File: src/design/bth_pkg.sv
package bth_pkg;

   localparam int ATTEMPT_W    = 24;
   localparam int DEVSEL_CLKS  = 5;
   localparam int POST_MIN_DW  = 8;
   localparam int FIFO_DEPTH   = 8;
   localparam int DATA_W       = 32;
   localparam int DW_CNT_W     = 8;
   localparam int MTO_CLKS     = 1024;
   localparam logic [3:0] CMD_MEMWR = 4'h7;
   localparam logic [3:0] CMD_MWI   = 4'hF;
   localparam logic [2:0] DEVSEL_CNT_RST = 3'h0;

   typedef enum logic [1:0] {
      KIND_DW = 2'b00,
      KIND_PW = 2'b01,
      KIND_DR = 2'b10
   } bth_kind_t;

   typedef enum logic [2:0] {
      TERM_NORMAL = 3'b000,
      TERM_RETRY  = 3'b001,
      TERM_DISC   = 3'b010,
      TERM_TABORT = 3'b011,
      TERM_MABORT = 3'b100
   } bth_term_t;

   typedef enum logic [2:0] {
      RSP_NONE      = 3'b000,
      RSP_DATA      = 3'b001,
      RSP_DATA_DISC = 3'b010,
      RSP_RETRY     = 3'b011,
      RSP_TABORT    = 3'b100
   } bth_rsp_t;

   typedef struct packed {
      bth_kind_t   kind;
      logic [3:0]  cmd;
      logic [31:0] addr;
      logic        prefetch;
   } bth_xact_t;

   typedef struct packed {
      bth_term_t            term;
      logic [DW_CNT_W-1:0]  dwords;
   } bth_term_rpt_t;

   typedef struct packed {
      bth_kind_t kind;
      logic      multiPhase;
      logic      moreThanFetched;
      logic      locked;
      logic      atBoundary;
   } bth_treq_t;

   typedef struct packed {
      logic entering;
      logic notAtHead;
      logic pwPrecedes;
      logic queueFull;
      logic dupQueued;
      logic lockProp;
      logic discarding;
   } bth_qstate_t;

   typedef struct packed {
      logic dwExhaust;
      logic pwExhaust;
      logic drExhaust;
      logic pwTabort;
   } bth_serr_dis_t;

   typedef struct packed {
      logic rcvdTaTgt;
      logic sigTaInit;
      logic sigSerrPri;
      logic rcvdMaTgt;
   } bth_stat_t;

endpackage

File: src/design/bth_termination.sv
`timescale 1ns/1ns

module bth_post_fifo #(
   parameter int W     = 32,
   parameter int DEPTH = 8
) (
   input  wire logic                     clk_sys,
   input  wire logic                     rstn,
   input  wire logic                     inValid,
   output logic                          inReady,
   input  wire logic [W-1:0]             inData,
   output logic                          outValid,
   input  wire logic                     outReady,
   output logic [W-1:0]                  outData,
   output logic [$clog2(DEPTH+1)-1:0]    count
);
   localparam int AW = $clog2(DEPTH);
   initial if (DEPTH < 2 || (1 << AW) != DEPTH) $error("FIFO depth must be a power of two");
   logic [W-1:0]  mem [DEPTH];
   logic [AW-1:0] wrPtr;
   logic [AW-1:0] rdPtr;
   wire           doWr = inValid && inReady;
   wire           doRd = outValid && outReady;

   assign inReady  = count != DEPTH[$clog2(DEPTH+1)-1:0];
   assign outValid = count != '0;
   assign outData  = mem[rdPtr];

   always_ff @(posedge clk_sys or negedge rstn)
   begin
      if (!rstn)
      begin
         wrPtr <= '0;
         rdPtr <= '0;
         count <= '0;
      end
      else
      begin
         wrPtr <= wrPtr + AW'(doWr);
         rdPtr <= rdPtr + AW'(doRd);
         count <= count + $bits(count)'(doWr) - $bits(count)'(doRd);
      end
   end

   always_ff @(posedge clk_sys)
   begin
      if (doWr)
         mem[wrPtr] <= inData;
   end
endmodule // bth_post_fifo

module bth_termination
   import bth_pkg::*;
#(
   parameter int ATTEMPTS_W = bth_pkg::ATTEMPT_W,
   parameter int MTO        = bth_pkg::MTO_CLKS
) (
   input  wire logic                   clk_sys,
   input  wire logic                   rstn,
   input  wire logic                   xactLoad,
   input  wire bth_pkg::bth_xact_t     xactIn,
   input  wire logic                   frameStart,
   input  wire logic                   devselSeen,
   input  wire logic                   termValid,
   input  wire bth_pkg::bth_term_rpt_t termRpt,
   input  wire logic                   tgtReqValid,
   input  wire bth_pkg::bth_treq_t     tgtReq,
   input  wire bth_pkg::bth_qstate_t   qState,
   input  wire logic                   serrEnable,
   input  wire bth_pkg::bth_serr_dis_t serrDisable,
   input  wire bth_pkg::bth_stat_t     statClear,
   input  wire logic                   pwInValid,
   output logic                        pwInReady,
   input  wire logic [bth_pkg::DATA_W-1:0] pwInData,
   output logic                        pwOutValid,
   input  wire logic                   pwOutReady,
   output logic [bth_pkg::DATA_W-1:0]  pwOutData,
   output logic                        busy_r,
   output logic                        reissue_r,
   output bth_pkg::bth_xact_t          reissueXact_r,
   output bth_pkg::bth_rsp_t           tgtRsp_r,
   output bth_pkg::bth_stat_t          status_r,
   output logic                        serr_r,
   output logic                        dropQueued_r
);
   import bth_pkg::*;

   initial if (ATTEMPTS_W < 2 || MTO < 1) $error("Bad attempt width or master timeout");

   typedef enum logic [1:0] {
      ST_IDLE   = 2'b00,
      ST_ATTEMPT = 2'b01,
      ST_WAIT   = 2'b10
   } bth_state_t;

   localparam int MTO_W = $clog2(MTO + 1);

   bth_state_t            state_r;
   bth_state_t            state_nxt;
   bth_xact_t             xact_r;
   logic [ATTEMPTS_W-1:0] attempts_r;
   logic [2:0]            devselCnt_r;
   logic                  devselWait_r;
   logic                  cmplValid_r;
   bth_kind_t             cmplKind_r;
   bth_term_t             cmplTerm_r;
   logic                  dwAbortPend_r;
   logic                  drAbortPend_r;
   logic [MTO_W-1:0]      mtoCnt_r;
   logic [$clog2(FIFO_DEPTH+1)-1:0] fifoCount;

   bth_post_fifo #(
      .W     (DATA_W),
      .DEPTH (FIFO_DEPTH)
   ) postFifo (
      .clk_sys  (clk_sys),
      .rstn     (rstn),
      .inValid  (pwInValid),
      .inReady  (pwInReady),
      .inData   (pwInData),
      .outValid (pwOutValid),
      .outReady (pwOutReady),
      .outData  (pwOutData),
      .count    (fifoCount)
   );

   // Master side: a missing DEVSEL is folded into the target's termination report.
   wire        maTimeout  = devselWait_r && !devselSeen
                          && devselCnt_r == 3'(DEVSEL_CLKS - 1);
   wire        termEvt    = (state_r == ST_ATTEMPT) && (termValid || maTimeout);
   wire [2:0]  termCode   = maTimeout ? TERM_MABORT : termRpt.term;
   wire        isRetry    = termEvt && termCode == TERM_RETRY;
   wire        isDisc     = termEvt && termCode == TERM_DISC;
   wire        isTabort   = termEvt && termCode == TERM_TABORT;
   wire        isMabort   = termEvt && termCode == TERM_MABORT;
   wire        isPosted   = xact_r.kind == KIND_PW;
   wire        pwLeft     = isPosted && isDisc && pwOutValid;
   wire        reattempt  = isRetry || pwLeft;
   wire        exhausted  = reattempt && (&attempts_r);
   wire        doReissue  = reattempt && !exhausted;
   wire        finish     = termEvt && !doReissue;
   wire        serrDis    = xact_r.kind == KIND_DW ? serrDisable.dwExhaust
                          : xact_r.kind == KIND_DR ? serrDisable.drExhaust
                          : serrDisable.pwExhaust;
   wire        serrExh    = exhausted && serrEnable && !serrDis;
   wire        serrPwTa   = isTabort && isPosted && serrEnable && !serrDisable.pwTabort;
   wire [31:0] nextAddr   = xact_r.addr + {22'h000000, termRpt.dwords, 2'b00};
   wire [3:0]  nextCmd    = (isDisc && xact_r.cmd == CMD_MWI) ? CMD_MEMWR : xact_r.cmd;

   // Target side: decide the answer to an initiator's attempt.
   wire        sameKind   = cmplValid_r && cmplKind_r == tgtReq.kind;
   wire        abortPend  = tgtReq.kind == KIND_DW ? dwAbortPend_r
                          : tgtReq.kind == KIND_DR ? drAbortPend_r : 1'b0;
   wire        headBlock  = qState.notAtHead || (tgtReq.kind == KIND_DR && qState.pwPrecedes);
   wire        lockBlock  = qState.lockProp && !tgtReq.locked;
   wire        dlyRetry   = qState.entering || qState.queueFull || qState.dupQueued
                          || lockBlock || headBlock || !sameKind
                          || (tgtReq.kind == KIND_DR && qState.discarding);
   wire        pwRoom     = ($bits(fifoCount)+1)'(FIFO_DEPTH) - ($bits(fifoCount)+1)'(fifoCount)
                          >= ($bits(fifoCount)+1)'(POST_MIN_DW);
   wire        pwRetry    = !pwRoom || lockBlock;
   wire        pwDisc     = tgtReq.atBoundary || fifoCount == $bits(fifoCount)'(FIFO_DEPTH - 1);
   wire        readDisc   = !xact_r.prefetch || tgtReq.moreThanFetched;
   wire        cmplDisc   = tgtReq.kind == KIND_DW ? tgtReq.multiPhase
                          : (cmplTerm_r == TERM_NORMAL ? readDisc : tgtReq.moreThanFetched);
   wire        giveAbort  = abortPend || (!dlyRetry && cmplTerm_r == TERM_TABORT);
   wire        consume    = tgtReqValid && tgtReq.kind != KIND_PW && !abortPend && !dlyRetry;
   wire        mtoExpire  = cmplValid_r && mtoCnt_r == MTO_W'(MTO - 1);

   bth_rsp_t   rspNxt;
   always_comb
   begin
      rspNxt = RSP_NONE;
      if (tgtReqValid)
      begin
         if (tgtReq.kind == KIND_PW)
            rspNxt = pwRetry ? RSP_RETRY : (pwDisc ? RSP_DATA_DISC : RSP_DATA);
         else if (giveAbort)
            rspNxt = RSP_TABORT;
         else if (dlyRetry)
            rspNxt = RSP_RETRY;
         else
            rspNxt = cmplDisc || tgtReq.atBoundary ? RSP_DATA_DISC : RSP_DATA;
      end
   end

   always_comb
   begin
      state_nxt = state_r;
      unique case (state_r)
         ST_IDLE:    if (xactLoad) state_nxt = ST_WAIT;
         ST_WAIT:    if (frameStart) state_nxt = ST_ATTEMPT;
         ST_ATTEMPT: if (finish) state_nxt = ST_IDLE;
                     else if (doReissue) state_nxt = ST_WAIT;
         default:    state_nxt = ST_IDLE;
      endcase
   end

   always_ff @(posedge clk_sys or negedge rstn)
   begin
      if (!rstn)
      begin
         state_r      <= ST_IDLE;
         devselWait_r <= 1'b0;
         devselCnt_r  <= DEVSEL_CNT_RST;
      end
      else
      begin
         state_r      <= state_nxt;
         devselWait_r <= frameStart || (devselWait_r && !devselSeen && !maTimeout);
         devselCnt_r  <= frameStart ? DEVSEL_CNT_RST : devselCnt_r + 3'h1;
      end
   end

   always_ff @(posedge clk_sys or negedge rstn)
   begin
      if (!rstn)
      begin
         xact_r        <= '0;
         attempts_r    <= '0;
         reissue_r     <= 1'b0;
         reissueXact_r <= '0;
      end
      else
      begin
         reissue_r <= doReissue;
         if (state_r == ST_IDLE && xactLoad)
         begin
            xact_r     <= xactIn;
            attempts_r <= '0;
         end
         else if (doReissue)
         begin
            attempts_r <= attempts_r + ATTEMPTS_W'(1);
            if (isDisc)
            begin
               xact_r.addr <= nextAddr;
               xact_r.cmd  <= nextCmd;
            end
         end
         if (doReissue)
            reissueXact_r <= isDisc
                           ? bth_xact_t'{xact_r.kind, nextCmd, nextAddr, xact_r.prefetch}
                           : xact_r;
      end
   end

   // Completions wait here for the initiator's repeat.
   always_ff @(posedge clk_sys or negedge rstn)
   begin
      if (!rstn)
      begin
         cmplValid_r   <= 1'b0;
         cmplKind_r    <= KIND_DW;
         cmplTerm_r    <= TERM_NORMAL;
         dwAbortPend_r <= 1'b0;
         drAbortPend_r <= 1'b0;
         mtoCnt_r      <= '0;
         dropQueued_r  <= 1'b0;
      end
      else
      begin
         dropQueued_r <= mtoExpire;
         if (finish && !isPosted && !exhausted)
         begin
            cmplValid_r <= 1'b1;
            cmplKind_r  <= xact_r.kind;
            cmplTerm_r  <= bth_term_t'(termCode);
         end
         else if (consume || mtoExpire)
            cmplValid_r <= 1'b0;
         if (!cmplValid_r || (tgtReqValid && tgtReq.kind == cmplKind_r))
            mtoCnt_r <= '0;
         else
            mtoCnt_r <= mtoCnt_r + MTO_W'(1);
         if (exhausted && xact_r.kind == KIND_DW)
            dwAbortPend_r <= 1'b1;
         else if (tgtReqValid && tgtReq.kind == KIND_DW)
            dwAbortPend_r <= 1'b0;
         if (exhausted && xact_r.kind == KIND_DR)
            drAbortPend_r <= 1'b1;
         else if (tgtReqValid && tgtReq.kind == KIND_DR)
            drAbortPend_r <= 1'b0;
      end
   end

   // Sticky status: a set in the clearing cycle wins.
   always_ff @(posedge clk_sys or negedge rstn)
   begin
      if (!rstn)
      begin
         status_r <= '0;
         tgtRsp_r <= RSP_NONE;
         serr_r   <= 1'b0;
         busy_r   <= 1'b0;
      end
      else
      begin
         tgtRsp_r <= rspNxt;
         busy_r   <= state_nxt != ST_IDLE;
         serr_r   <= serrExh || serrPwTa;
         status_r.rcvdTaTgt  <= isTabort || (status_r.rcvdTaTgt && !statClear.rcvdTaTgt);
         status_r.sigTaInit  <= rspNxt == RSP_TABORT
                             || (status_r.sigTaInit && !statClear.sigTaInit);
         status_r.sigSerrPri <= serrExh || serrPwTa
                             || (status_r.sigSerrPri && !statClear.sigSerrPri);
         status_r.rcvdMaTgt  <= isMabort || (status_r.rcvdMaTgt && !statClear.rcvdMaTgt);
      end
   end

   chk_devsel_abort: assert property (@(posedge clk_sys) disable iff (!rstn)
      (state_r == ST_ATTEMPT && frameStart == 1'b0 && devselWait_r && !devselSeen
       && devselCnt_r == 3'h4) |-> ##1 status_r.rcvdMaTgt)
      else $error("Missing DEVSEL did not give master abort");

   chk_retry_same_addr: assert property (@(posedge clk_sys) disable iff (!rstn)
      (isRetry && isPosted && !(&attempts_r)) |=> reissue_r && reissueXact_r.addr == $past(xact_r.addr))
      else $error("Posted retry changed the address");

   chk_disc_advance: assert property (@(posedge clk_sys) disable iff (!rstn)
      (pwLeft && !(&attempts_r))
      |=> reissueXact_r.addr == $past(xact_r.addr) + {22'h000000, $past(termRpt.dwords), 2'b00})
      else $error("Disconnected posted write not advanced");

   chk_mwi_demote: assert property (@(posedge clk_sys) disable iff (!rstn)
      (pwLeft && xact_r.cmd == CMD_MWI && !(&attempts_r)) |=> reissueXact_r.cmd == CMD_MEMWR)
      else $error("Invalidate write not demoted");

   chk_exhaust_stop: assert property (@(posedge clk_sys) disable iff (!rstn)
      exhausted |=> state_r == ST_IDLE && !reissue_r)
      else $error("Exhausted transaction reissued");

   chk_exhaust_tabort: assert property (@(posedge clk_sys) disable iff (!rstn)
      (drAbortPend_r && tgtReqValid && tgtReq.kind == KIND_DR) |=> tgtRsp_r == RSP_TABORT)
      else $error("Read after exhaustion not aborted");

   chk_exhaust_pend: assert property (@(posedge clk_sys) disable iff (!rstn)
      (exhausted && xact_r.kind != KIND_PW) |=> (dwAbortPend_r || drAbortPend_r))
      else $error("Exhausted delayed request not marked for abort");

   chk_posted_room: assert property (@(posedge clk_sys) disable iff (!rstn)
      (tgtReqValid && tgtReq.kind == KIND_PW && fifoCount > 4'h0) |=> tgtRsp_r == RSP_RETRY)
      else $error("Posted write accepted without room");

   chk_ta_status: assert property (@(posedge clk_sys) disable iff (!rstn)
      (tgtRsp_r == RSP_TABORT) |-> status_r.sigTaInit)
      else $error("Signaled abort not recorded");

   chk_serr_gate: assert property (@(posedge clk_sys) disable iff (!rstn)
      serr_r |-> $past(serrEnable))
      else $error("System error raised while disabled");

endmodule // bth_termination

File: config.mk
export PLATFORM = sky130hd
export DESIGN_NAME = bth_termination
export DESIGN_NICKNAME = d
export VERILOG_FILES = /design/src/design/bth_pkg.sv /design/src/design/bth_termination.sv
export SDC_FILE = /design/constraint.sdc
export NUM_CORES = 1
export LEC_CHECK = 0
export ABC_AREA = 1
export BUFFER_PORTS_ARGS = -buffer_cell sky130_fd_sc_hd__buf_4
export CORE_UTILIZATION = 40
export CTS_CLUSTER_DIAMETER = 50
export DETAILED_ROUTE_END_ITERATION = 10
export GPL_TIMING_DRIVEN = 1
export SYNTH_ARGS = -nofsm -noshare
export SYNTH_HDL_FRONTEND = slang
export SYNTH_HIERARCHICAL = 1
export SYNTH_SLANG_ARGS = --single-unit
File: constraint.sdc
create_clock -name clk_sys -period 7.5 [get_ports clk_sys]
set_input_delay 0.375 -clock clk_sys [delete_from_list [all_inputs] [get_ports clk_sys]]
set_output_delay 0.375 -clock clk_sys [all_outputs]
set_load 0.02 [all_outputs]
-- After elaboration in Yosys (flattened, before gate mapping)
Memory sizes are Yosys's and may differ from the RTL's.
Index checks and enable logic that the tools add are counted.
- $add $sub $neg: 9
- muxes and demuxes: 36
- eq/ne operators: 20
- order comparisons: 1
- reduce and logical (&&, ||, !) cells: 95
- operator list (operator ; number):
    two-way mux 36 bit ; 3
    two-way mux 24 bit ; 2
    logical AND 1 bit ; 42
    two-way mux 37 bit ; 1
    adder 32 x 10 -> 32 bit ; 1
    adder 24 x 1 -> 24 bit, second input constant ; 1
    AND reduction 24 bit ; 1
    logical OR 1 bit ; 22
    zero test 1 bit ; 18
    two-way mux 2 bit ; 8
    two-way mux 3 bit ; 5
    two-way mux 1 bit ; 14
    nonzero test 2 bit ; 6
    adder 11 x 1 -> 11 bit, second input constant ; 1
    == test 11 x 10 -> 1 bit, second input constant ; 1
    two-way mux 11 bit ; 1
    == test 3 x 2 -> 1 bit, second input constant ; 3
    == test 3 bit, second input constant ; 3
    adder 3 x 1 -> 3 bit ; 2
    == test 2 x 1 -> 1 bit, second input constant ; 3
    == test 2 bit, second input constant ; 3
    zero test 2 bit ; 3
    one-hot mux 2 bit (3 select lines) ; 1
    >= comparator 5 x 4 -> 1 bit, second input constant ; 1
    14 further kinds ; 15
- memory bits (writable): 256
- bits in registers: 148
- memories kept: 1
- input bits: 113
- output and inout bits: 84
- memory list (name ; words ; bits a word ; rd ports ; clocked after Yosys merged registers in ; wr ports ; line ; RTL):
    postFifo.mem ; 8 ; 32 ; 1 ; 0 ; 1 ; bth_termination.sv:19 ; logic [W-1:0] mem [DEPTH];

-- Logic depth before layout (Yosys ltp)
Gate-level depths: netlist of run 1.
- word-level depth: 17
- depth in mapped cells: 14
- gate-level depth less buffers: 14

-- Modules after synthesis
Netlist of run 1, hierarchy kept.
- modules (own cells, without submodules) (module ; times used ; cells an instance ; seq. area each (sq um) ; area an instance (sq um)):
    bth_post_fifo ; 1 ; 1164 ; 7937.6 ; 11708.7
    bth_termination ; 1 ; 1145 ; 3453.3 ; 8039.0

-- Worst setup path after synthesis of run 1
Ideal clock, no wire load.
- kind: reg2reg
- start point: reg postFifo.count[2]
- end point: mem postFifo.mem[6][0], enable pin
- buffers on the path: 0
- path slack: 3773 ps
- required time: 7039 ps
- arrival: 3266 ps
- setup time: 461 ps
- cell stages (with the launch flop): 6
- path through: dfrtp_1 inv_1 ha_1 nand3_1 nand2_1 nor3_1
- cells in the longest elaborated chain, start to end: 4
- RTL lines (element ; line ; RTL):
    start: declaration ; bth_termination.sv:15 ; output logic [$clog2(DEPTH+1)-1:0] count
    start signal: assignment ; bth_termination.sv:41 ; count <= count + $bits(count)'(doWr) - $bits(count)'(doRd);
    != test 4 bit ; bth_termination.sv:25 ; assign inReady = count != DEPTH[$clog2(DEPTH+1)-1:0];
    net pwInReady ; bth_termination.sv:73 ; output logic pwInReady,
    logical AND 1 bit ; bth_termination.sv:22 ; wire doWr = inValid && inReady;
    two-way mux 1 bit ; bth_termination.sv:47 ; if (doWr)
    two-way mux 1 bit (not written as such) ; bth_termination.sv:48 ; mem[wrPtr] <= inData;
    end: declaration ; bth_termination.sv:19 ;
The timed path passes the listed nets, and every way through them passes these cells.

-- Worst setup path after layout of run 1
- start point: reg postFifo.rdPtr[0]
- end point: out pwOutData[4] (netlist bit)
- cells in the longest elaborated chain, start to end: 1
- RTL lines (element ; line ; RTL):
    start: declaration ; bth_termination.sv:21 ; logic [AW-1:0] rdPtr;
    start signal: assignment ; bth_termination.sv:40 ; rdPtr <= rdPtr + AW'(doRd);
    memory read (8 x 32 bit) ; -- ;
    end: declaration ; bth_termination.sv:77 ; output logic [bth_pkg::DATA_W-1:0] pwOutData,
Every way passes these cells.

==> results of run 1 <==
==> routing by layer <==
layer  wire length [um]  part of all wire  vias up
met5                 11           0.00022        -
met4               1020             0.020        2
met3               2750             0.055       77
met2              23800              0.48      374
met1              22100              0.44     7361
li1                   -                 -     7769
==> critical path, delay by kind of cell, from the launching register on <==
kind / cells / cell delay, ps
buffers and inverters: 3 / 1680
flip-flops: 1 / 870
AND/OR/NAND/NOR: 5 / 550
==> sequential cells by signal, summed over array words and instances, names as in the netlist <==
name and flops:
postFifo/wrPtr 3, cmplTerm_r 3, status_r 4, serr_r 1, postFifo/rdPtr 3, busy_r 1, postFifo/count 4, reissue_r 1
mtoCnt_r 11, dwAbortPend_r 1, attempts_r 24, xact_r 39, drAbortPend_r 1, state_r 2, postFifo/mem 256, devselWait_r 1
tgtRsp_r 3, cmplKind_r 2, cmplValid_r 1, reissueXact_r 39, dropQueued_r 1, devselCnt_r 3
==> power by group through the flow <==
| stage | logic (W) | registers [W] | clock network (W) |
|---|---|---|---|
| after detailed placement | 0.00326 | 0.00322 | 0 |
| after CTS | 0.00330 | 0.00318 | 0.00254 |
| after global routing | 0.00366 | 0.00323 | 0.00262 |
| final | 0.00327 | 0.00318 | 0.00247 |
| after global placement | 0.00321 | 0.00321 | 0 |
| after floorplan | 0.00214 | 0.00321 | 0 |
==> cells by family after synthesis <==
logic type               after synthesis
AO/OA/AOI/OAI                        128
XOR/XNOR                              25
adder cells (fa/ha/maj)               24
buffers and inverters                483
flip-flops                           404
AND/OR/NAND/NOR                     1245
==> Yosys cell counts <==
cell type  count  share of area
nand2_4        1        0.00057
nand2_2        4         0.0013
clkbuf_1      20         0.0038
a21oi_1       55          0.014
xnor2_1        8         0.0035
nand4_1       18         0.0057
inv_1        395          0.075
nand3_2        1        0.00051
or2_2          6         0.0019
nand2b_1       1        0.00032
a41o_1         1        0.00051
nand3b_1       6         0.0023
fa_1           2         0.0020
nor3_1        32         0.0081
a21boi_0       1        0.00038
buf_6          7         0.0040
and2_1         2        0.00063
xor2_1        17         0.0075
o211ai_1       3         0.0011
clkinv_2       1        0.00025
o31ai_1       12         0.0046
inv_2          3        0.00057
nor3b_1        2        0.00076
buf_4         15         0.0057
nand3_1      234          0.059
nor2_1       102          0.019
a221oi_1       1        0.00044
and3_1         5         0.0016
o21bai_1       1        0.00038
nor2_4         2         0.0011
edfxtp_1     256           0.39
o21ai_0       50          0.013
ha_1          22          0.014
dfrtp_1      148           0.19
o22ai_1        4         0.0013
or2_1          1        0.00032
buf_1          6         0.0011
nand2_1      828           0.16
buf_2         36         0.0091
==> cell usage in the layout, fill, tap and decap left out, types with 5 or more instances in the layout <==
cell | synthesis | layout
bufinv_16 | 0 | 5
clkinv_2 | 1 | 9
and3_1 | 5 | 5
nand4_1 | 18 | 18
dlygate4sd3_1 | 0 | 55
a21oi_1 | 55 | 55
or2_2 | 6 | 6
buf_4 | 15 | 214
clkinv_4 | 0 | 5
o31ai_1 | 12 | 12
clkbuf_8 | 0 | 6
nand2_1 | 828 | 828
nand3b_1 | 6 | 6
nor2_1 | 102 | 100
o21ai_0 | 50 | 50
clkbuf_16 | 0 | 50
xnor2_1 | 8 | 8
ha_1 | 22 | 22
dfrtp_1 | 148 | 146
nor3_2 | 0 | 8
inv_1 | 395 | 394
edfxtp_1 | 256 | 256
clkbuf_1 | 20 | 12
nor3_1 | 32 | 24
nand3_1 | 234 | 234
xor2_1 | 17 | 17
==> through the flow <==
stage          hold WS, ps  setup slack, ps  instances   util  total power (W)
2_1_floorplan         79.4             3770       2309      -          0.00536
3_3_place_gp           437             4010       3104  0.446          0.00642
3_5_place_dp           445             3920       3104  0.446          0.00648
4_1_cts             0.0828             3250       3253  0.492          0.00902
5_1_grt               18.5             3000       3253  0.492          0.00951
6_report              30.6             3300       3253  0.492          0.00892
==> worst paths after layout <==
kind	from	endpoint	slack [ps]	depth (start not counted)
worst max-delay path	postFifo/rdPtr[0]$_DFF_PN0_	pwOutData[4]	3300	8
worst min register to register	devselCnt_r[0]$_DFF_PN0_	devselCnt_r[0]$_DFF_PN0_	450	1
worst max register to register	attempts_r[0]$_DFFE_PN0P_	xact_r[26]$_DFFE_PN0N_	4110	12
worst min-delay path	xactIn[29]	xact_r[29]$_DFFE_PN0N_	30	3
max in group asynchronous	rstn	postFifo/rdPtr[0]$_DFF_PN0_	5600	3
min in group asynchronous	rstn	reissueXact_r[5]$_DFFE_PN0P_	370	2
==> area by class of cell <==
type / instances / share of cell area
timing repair buffer: 270 / 0.0902
clock buffer: 68 / 0.0573
tap: 664 / 0.0345
sequential: 404 / 0.474
inverter: 399 / 0.0624
multi-input combinational: 1422 / 0.268
clock inverter: 26 / 0.0140
==> run_results.csv, run 1 <==
group,metric,value,unit
synthesis,syn_nets,2446,
cells_and_area,syn_to_final_growth,21.8,%
critical_path,worstPathCellList,"clkinv_2, buf_4, nand2_1, nand3_1, nand2_1, nand2_1, nand2_1, buf_4",
critical_path,crit_path_max_incr_delay,900,ps
sta,max-slew-margin-rel,0.253,
pwr,seqPwrFrac,0.357,
synthesis,synth_seq_cells,404,
critical_path,critPathSlowestCell,"clkinv_2",
synthesis,synthDistinctLibCells,39,
sta,tns,0,ps
floorplan,rows,81,
synthesis,avgSynthCellArea,8.55,um2
critical_path,cpMostUsedCell,"nand2_1",
grt,grtUsageMet3,0.0384,
cells_and_area,drive_gt1_frac,0.126,
sta,worst_pin_slew,1110,ps
grt,top_usage_layer,"met2",
min_path,hp-class,"in2reg",
synthesis,netlist_instances,2309,
synthesis,muxShareOfSynthArea,0,
sta,fin_crit_sh,0.559,
place,gp_congestion,0.860,
route,drc_errors,0,
clocking,tritoncts,"built",
route,antenna_left,0,
critical_path,critPathLaunchType,"flop",
route,vias_per_cell,4.79,
floorplan,die-area,0.0503,mm2
grt,grt_max_degree,82,
floorplan,start_util,0.404,
synthesis,synthAdderAreaFrac,0.0160,
pwr,p_leak,11.6,nW
outcome,outcome,"completed",
grt,grt_pass1_wl,79.4,mm
synthesis,synth_top_family_by_area,"simple AND/OR/NAND/NOR gates",
critical_path,cp.required,7120,ps
grt,antenna_found_initial,1,
sta,period_needed,4200,ps
synthesis,syn_area,0.0197,mm2
grt,grt_overflow,0,
floorplan,die_h,224,um
route,dr.first_iter.drc_count,820,
pwr,power.density,371,mW/mm2
cells_and_area,fillers,4622,
floorplan,pin_count,197,
place,dpl_cell_area,0.0218,mm2
cells_and_area,multi_input_area,0.00644,mm2
synthesis,synth_xor_area_frac,0.0111,
route,dr.pass1.iters,5,
critical_path,crit_path_end_kind,"output port",
synthesis,yosys.area_share.simple,0.261,
critical_path,worstPathArrival,3820,ps
pwr,p_sw,0.00348,W
clocking,htreeDepth,2,
route,wl_per_cell,15.3,um
synthesis,yosysWarnings,6,
floorplan,core_area,0.0488,mm2
clocking,cts_hold_buf,55,
clocking,clk_pin_slew,60,ps
sta,finalSetupViolations,0,
pwr,clkPwrFrac,0.277,
sta,maxSlewViolCount,0,
synthesis,synth_compound_area_frac,0.0353,
run,max-cap-violations,0,
cells_and_area,diodes,0,
sta,rsz0062_at_grt,"false",
clocking,cts_resized,0,
pwr,p_int,0.00544,W
grt,use_met2,0.339,
grt,grt_pass1_vias,15200,
cells_and_area,fin_area,0.0241,mm2
clocking,postCtsSetupRepairBufs,0,
route,vias,15600,
floorplan,fp.dieW,224,um
critical_path,cp_max_fo,72,
grt,grt_usage,0.200,
sta,finalHoldViolCount,0,
critical_path,critical_path_class,"reg2out",
clocking,clock_latency,610,ps
cells_and_area,nNetsFinal,2684,
clocking,cts.sinks,404,
sta,fmax,238,MHz
clocking,cts_made_buffers,50,
pwr,ir_worst_vdd,0.000238,V
pwr,swShare,0.390,
clocking,clk_path_buf_depth,3,
route,wl,49.6,mm
sta,skew,20.4,ps
grt,grt_util_met1,0.260,
place,port_buffers,196,
place,hpwl,29.3,mm
synthesis,ys_seq_area_frac,0.577,
pwr,comb_power_share,0.366,
cells_and_area,area.sequential,0.0114,mm2
clocking,root_buffer,"clkbuf_16",
Note: power is estimated with default switching activity, not from simulation.
==> run 2, diff against run 1 <==
- ABC_AREA: 1 -> 0
- clock period: 7.5 -> 3.87 ns (I/O delays scaled with it)
==> run 2 against run 1 <==
  * Power increased by 76%
  * Worst setup slack lost 2400 ps
  * Highest routed layer unchanged
  * Register-to-register slack lost 3100 ps
  * Via count shrank 29%
  * First-iteration DRC count fell by 25%
  * Worst hold slack gained 21 ps
  * Die area down 11%
  * Non-clock buffer count rose by 39
  * Sequential power grew 100%
  * Clock power increased by 70%
==> run_results.csv, run 2 <==
group,metric,value,unit
clocking,htreeDepth,2,
floorplan,die_h,211,um
route,vias_per_cell,5.17,
route,wl,41.2,mm
critical_path,cp.required,3680,ps
cells_and_area,fin_area,0.0221,mm2
route,drc_errors,0,
synthesis,syn_area,0.0175,mm2
cells_and_area,syn_to_final_growth,26.1,%
route,antenna_left,0,
sta,maxSlewViolCount,0,
pwr,swShare,0.338,
pwr,clkPwrFrac,0.268,
synthesis,synthDistinctLibCells,73,
cells_and_area,multi_input_area,0.00579,mm2
route,vias,11100,
sta,finalSetupViolations,0,
sta,tns,0,ps
place,dpl_cell_area,0.0197,mm2
synthesis,netlist_instances,1219,
clocking,clock_latency,570,ps
cells_and_area,fillers,3729,
synthesis,synth_top_cell_by_area,"edfxtp_1",
synthesis,syn_nets,1356,
grt,grt_overflow,0,
run,max-cap-violations,0,
cells_and_area,largest_register,"postFifo/mem",
floorplan,pin_count,197,
cells_and_area,final_common_cell,"edfxtp_1",
cells_and_area,mostFrequentLayoutCells,"edfxtp_1 (256), buf_4 (213), dfrtp_1 (145)",
sta,worst_pin_slew,981,ps
synthesis,synth_area_leaders,"edfxtp_1 (44%), dfrtp_1 (21%), mux4_2 (5.7%), mux4_1 (3.0%), nand2_1 (2.7%)",
floorplan,die-area,0.0447,mm2
floorplan,core_area,0.0432,mm2
clocking,clk_pin_slew,60,ps
floorplan,rows,76,
critical_path,cp_max_fo,42,
sta,fin_crit_sh,0.773,
sta,max-slew-margin-rel,0.346,
grt,grt_usage,0.188,
clocking,cts.sinks,404,
sta,period_needed,2990,ps
sta,fmax,334,MHz
cells_and_area,nNetsFinal,1662,
synthesis,avgSynthCellArea,14.4,um2
critical_path,critPathLaunchType,"flop",
synthesis,ys.flop_type,"edfxtp_1",
synthesis,synth.most_common_cell,"edfxtp_1",
cells_and_area,top_regs,"postFifo/mem: 256 flops, reissueXact_r: 39 flops, xact_r: 39 flops",
clocking,clk_path_buf_depth,3,
place,port_buffers,196,
route,wl_per_cell,19.1,um
route,dr.first_iter.drc_count,612,
pwr,p_leak,8.52,nW
sta,hold-worst-slack,51.9,ps
clocking,tritoncts,"built",
clocking,cts_made_buffers,46,
pwr,power.density,710,mW/mm2
sta,finalHoldViolCount,0,
critical_path,crit_path_end_kind,"output port",
synthesis,postSynth.asyncResetShare,0.366,
synthesis,ys_seq_area_frac,0.650,
grt,grt_pass1_vias,11300,
pwr,seqPwrFrac,0.410,
min_path,hp-class,"in2reg",
synthesis,synth_seq_cells,404,
critical_path,worstPathArrival,2800,ps
critical_path,critical_path_class,"reg2out",
clocking,root_buffer,"clkbuf_16",
pwr,comb_power_share,0.322,
pwr,p_sw,0.00530,W
place,hpwl,25.3,mm
floorplan,start_util,0.406,
grt,grt_pass1_wl,64.2,mm
synthesis,synth_edf_count,256,
route,dr.pass1.iters,5,
grt,grt_max_degree,83,
synthesis,synth_top_area_share,0.439,
pwr,p_int,0.0104,W
outcome,outcome,"completed",
clocking,postCtsSetupRepairBufs,0,
cells_and_area,largest_register_ffs,256,
place,gp_congestion,0.863,
sta,rsz0062_at_grt,"false",
clocking,cts_resized,0,
grt,antenna_found_initial,2,
synthesis,synth_common_cells,"edfxtp_1 (256), dfrtp_1 (148), nand2_1 (127), nor2_1 (95), o21ai_0 (65)",
cells_and_area,area.sequential,0.0114,mm2
sta,skew,10.9,ps
pwr,ir_worst_vdd,0.000524,V
cells_and_area,final_util,0.512,
synthesis,yosysWarnings,6,
cells_and_area,drive_gt1_frac,0.254,
floorplan,fp.dieW,211,um
run 2: kinds of logic after synthesis:
logic type | share of synthesized area
compound gates | 0.0556
xor+xnor | 0.0340
fa+ha+maj | 0.0180
buf+inv | 0.0233
flops | 0.650
mux | 0.115
simple gates | 0.104
run 2: final timing paths:
check	startpoint	end	slack (ps)	cells past startpoint
max in group asynchronous	rstn	xact_r[9]$_DFFE_PN0N_	2700	3
worst max register to register	postFifo/count[2]$_DFF_PN0_	cmplTerm_r[0]$_DFFE_PN0P_	1040	9
min in group asynchronous	rstn	mtoCnt_r[3]$_DFF_PN0_	250	2
worst max-delay path	postFifo/rdPtr[0]$_DFF_PN0_	pwOutData[1]	880	4
worst min-delay path	tgtReq[4]	drAbortPend_r$_DFFE_PN0P_	50	5
worst min register to register	devselCnt_r[0]$_DFF_PN0_	devselCnt_r[0]$_DFF_PN0_	450	1
run 2: cell type report:
type,instances,share of cell area
clock buffer,55,0.0555
clock inverter,31,0.0117
timing repair buffer,309,0.117
inverter,29,0.00493
antenna,2,0.000226
tap,585,0.0331
multi-input combinational,735,0.262
sequential,404,0.516
run 2: what timing repair did:
| item | CTS | global route |
|---|---|---|
| setup endpoints to repair | 0 | 0 |
| hold buffers | 93 | 0 |
| endpoints found under the hold margin | 396 | 0 |
run 2: metrics by stage:
stage	worst slack [ps]	cells	total power (W)
finish	878	2150	0.0157
global route	728	2149	0.0165
CTS	793	2148	0.0159
detailed placement	1150	1969	0.0115
global placement	1230	1969	0.0114
floorplan	193	1219	0.00960
run 2: power by group through the flow:
stage | logic [W] | registers (W) | clock network [W]
6_report | 0.00504 | 0.00643 | 0.00421
4_1_cts | 0.00512 | 0.00645 | 0.00433
5_1_grt | 0.00545 | 0.00656 | 0.00450
3_5_place_dp | 0.00501 | 0.00652 | 0
3_3_place_gp | 0.00495 | 0.00649 | 0
2_1_floorplan | 0.00334 | 0.00627 | 0
run 2: worst max-delay path: stages (launching register included):
cell and delay, ps:
dfrtp_4 760, buf_12 390, mux4_1 610, mux2_2 300
buf_4 170
run 2: routing by layer:
metal | up-vias | part of all wire | GRT usage
li1 | 5207 | - | -
met1 | 5581 | 0.44 | 0.252
met2 | 265 | 0.49 | 0.311
met3 | 59 | 0.051 | 0.0387
met4 | 2 | 0.018 | 0.0477
met5 | - | 0.00032 | 0
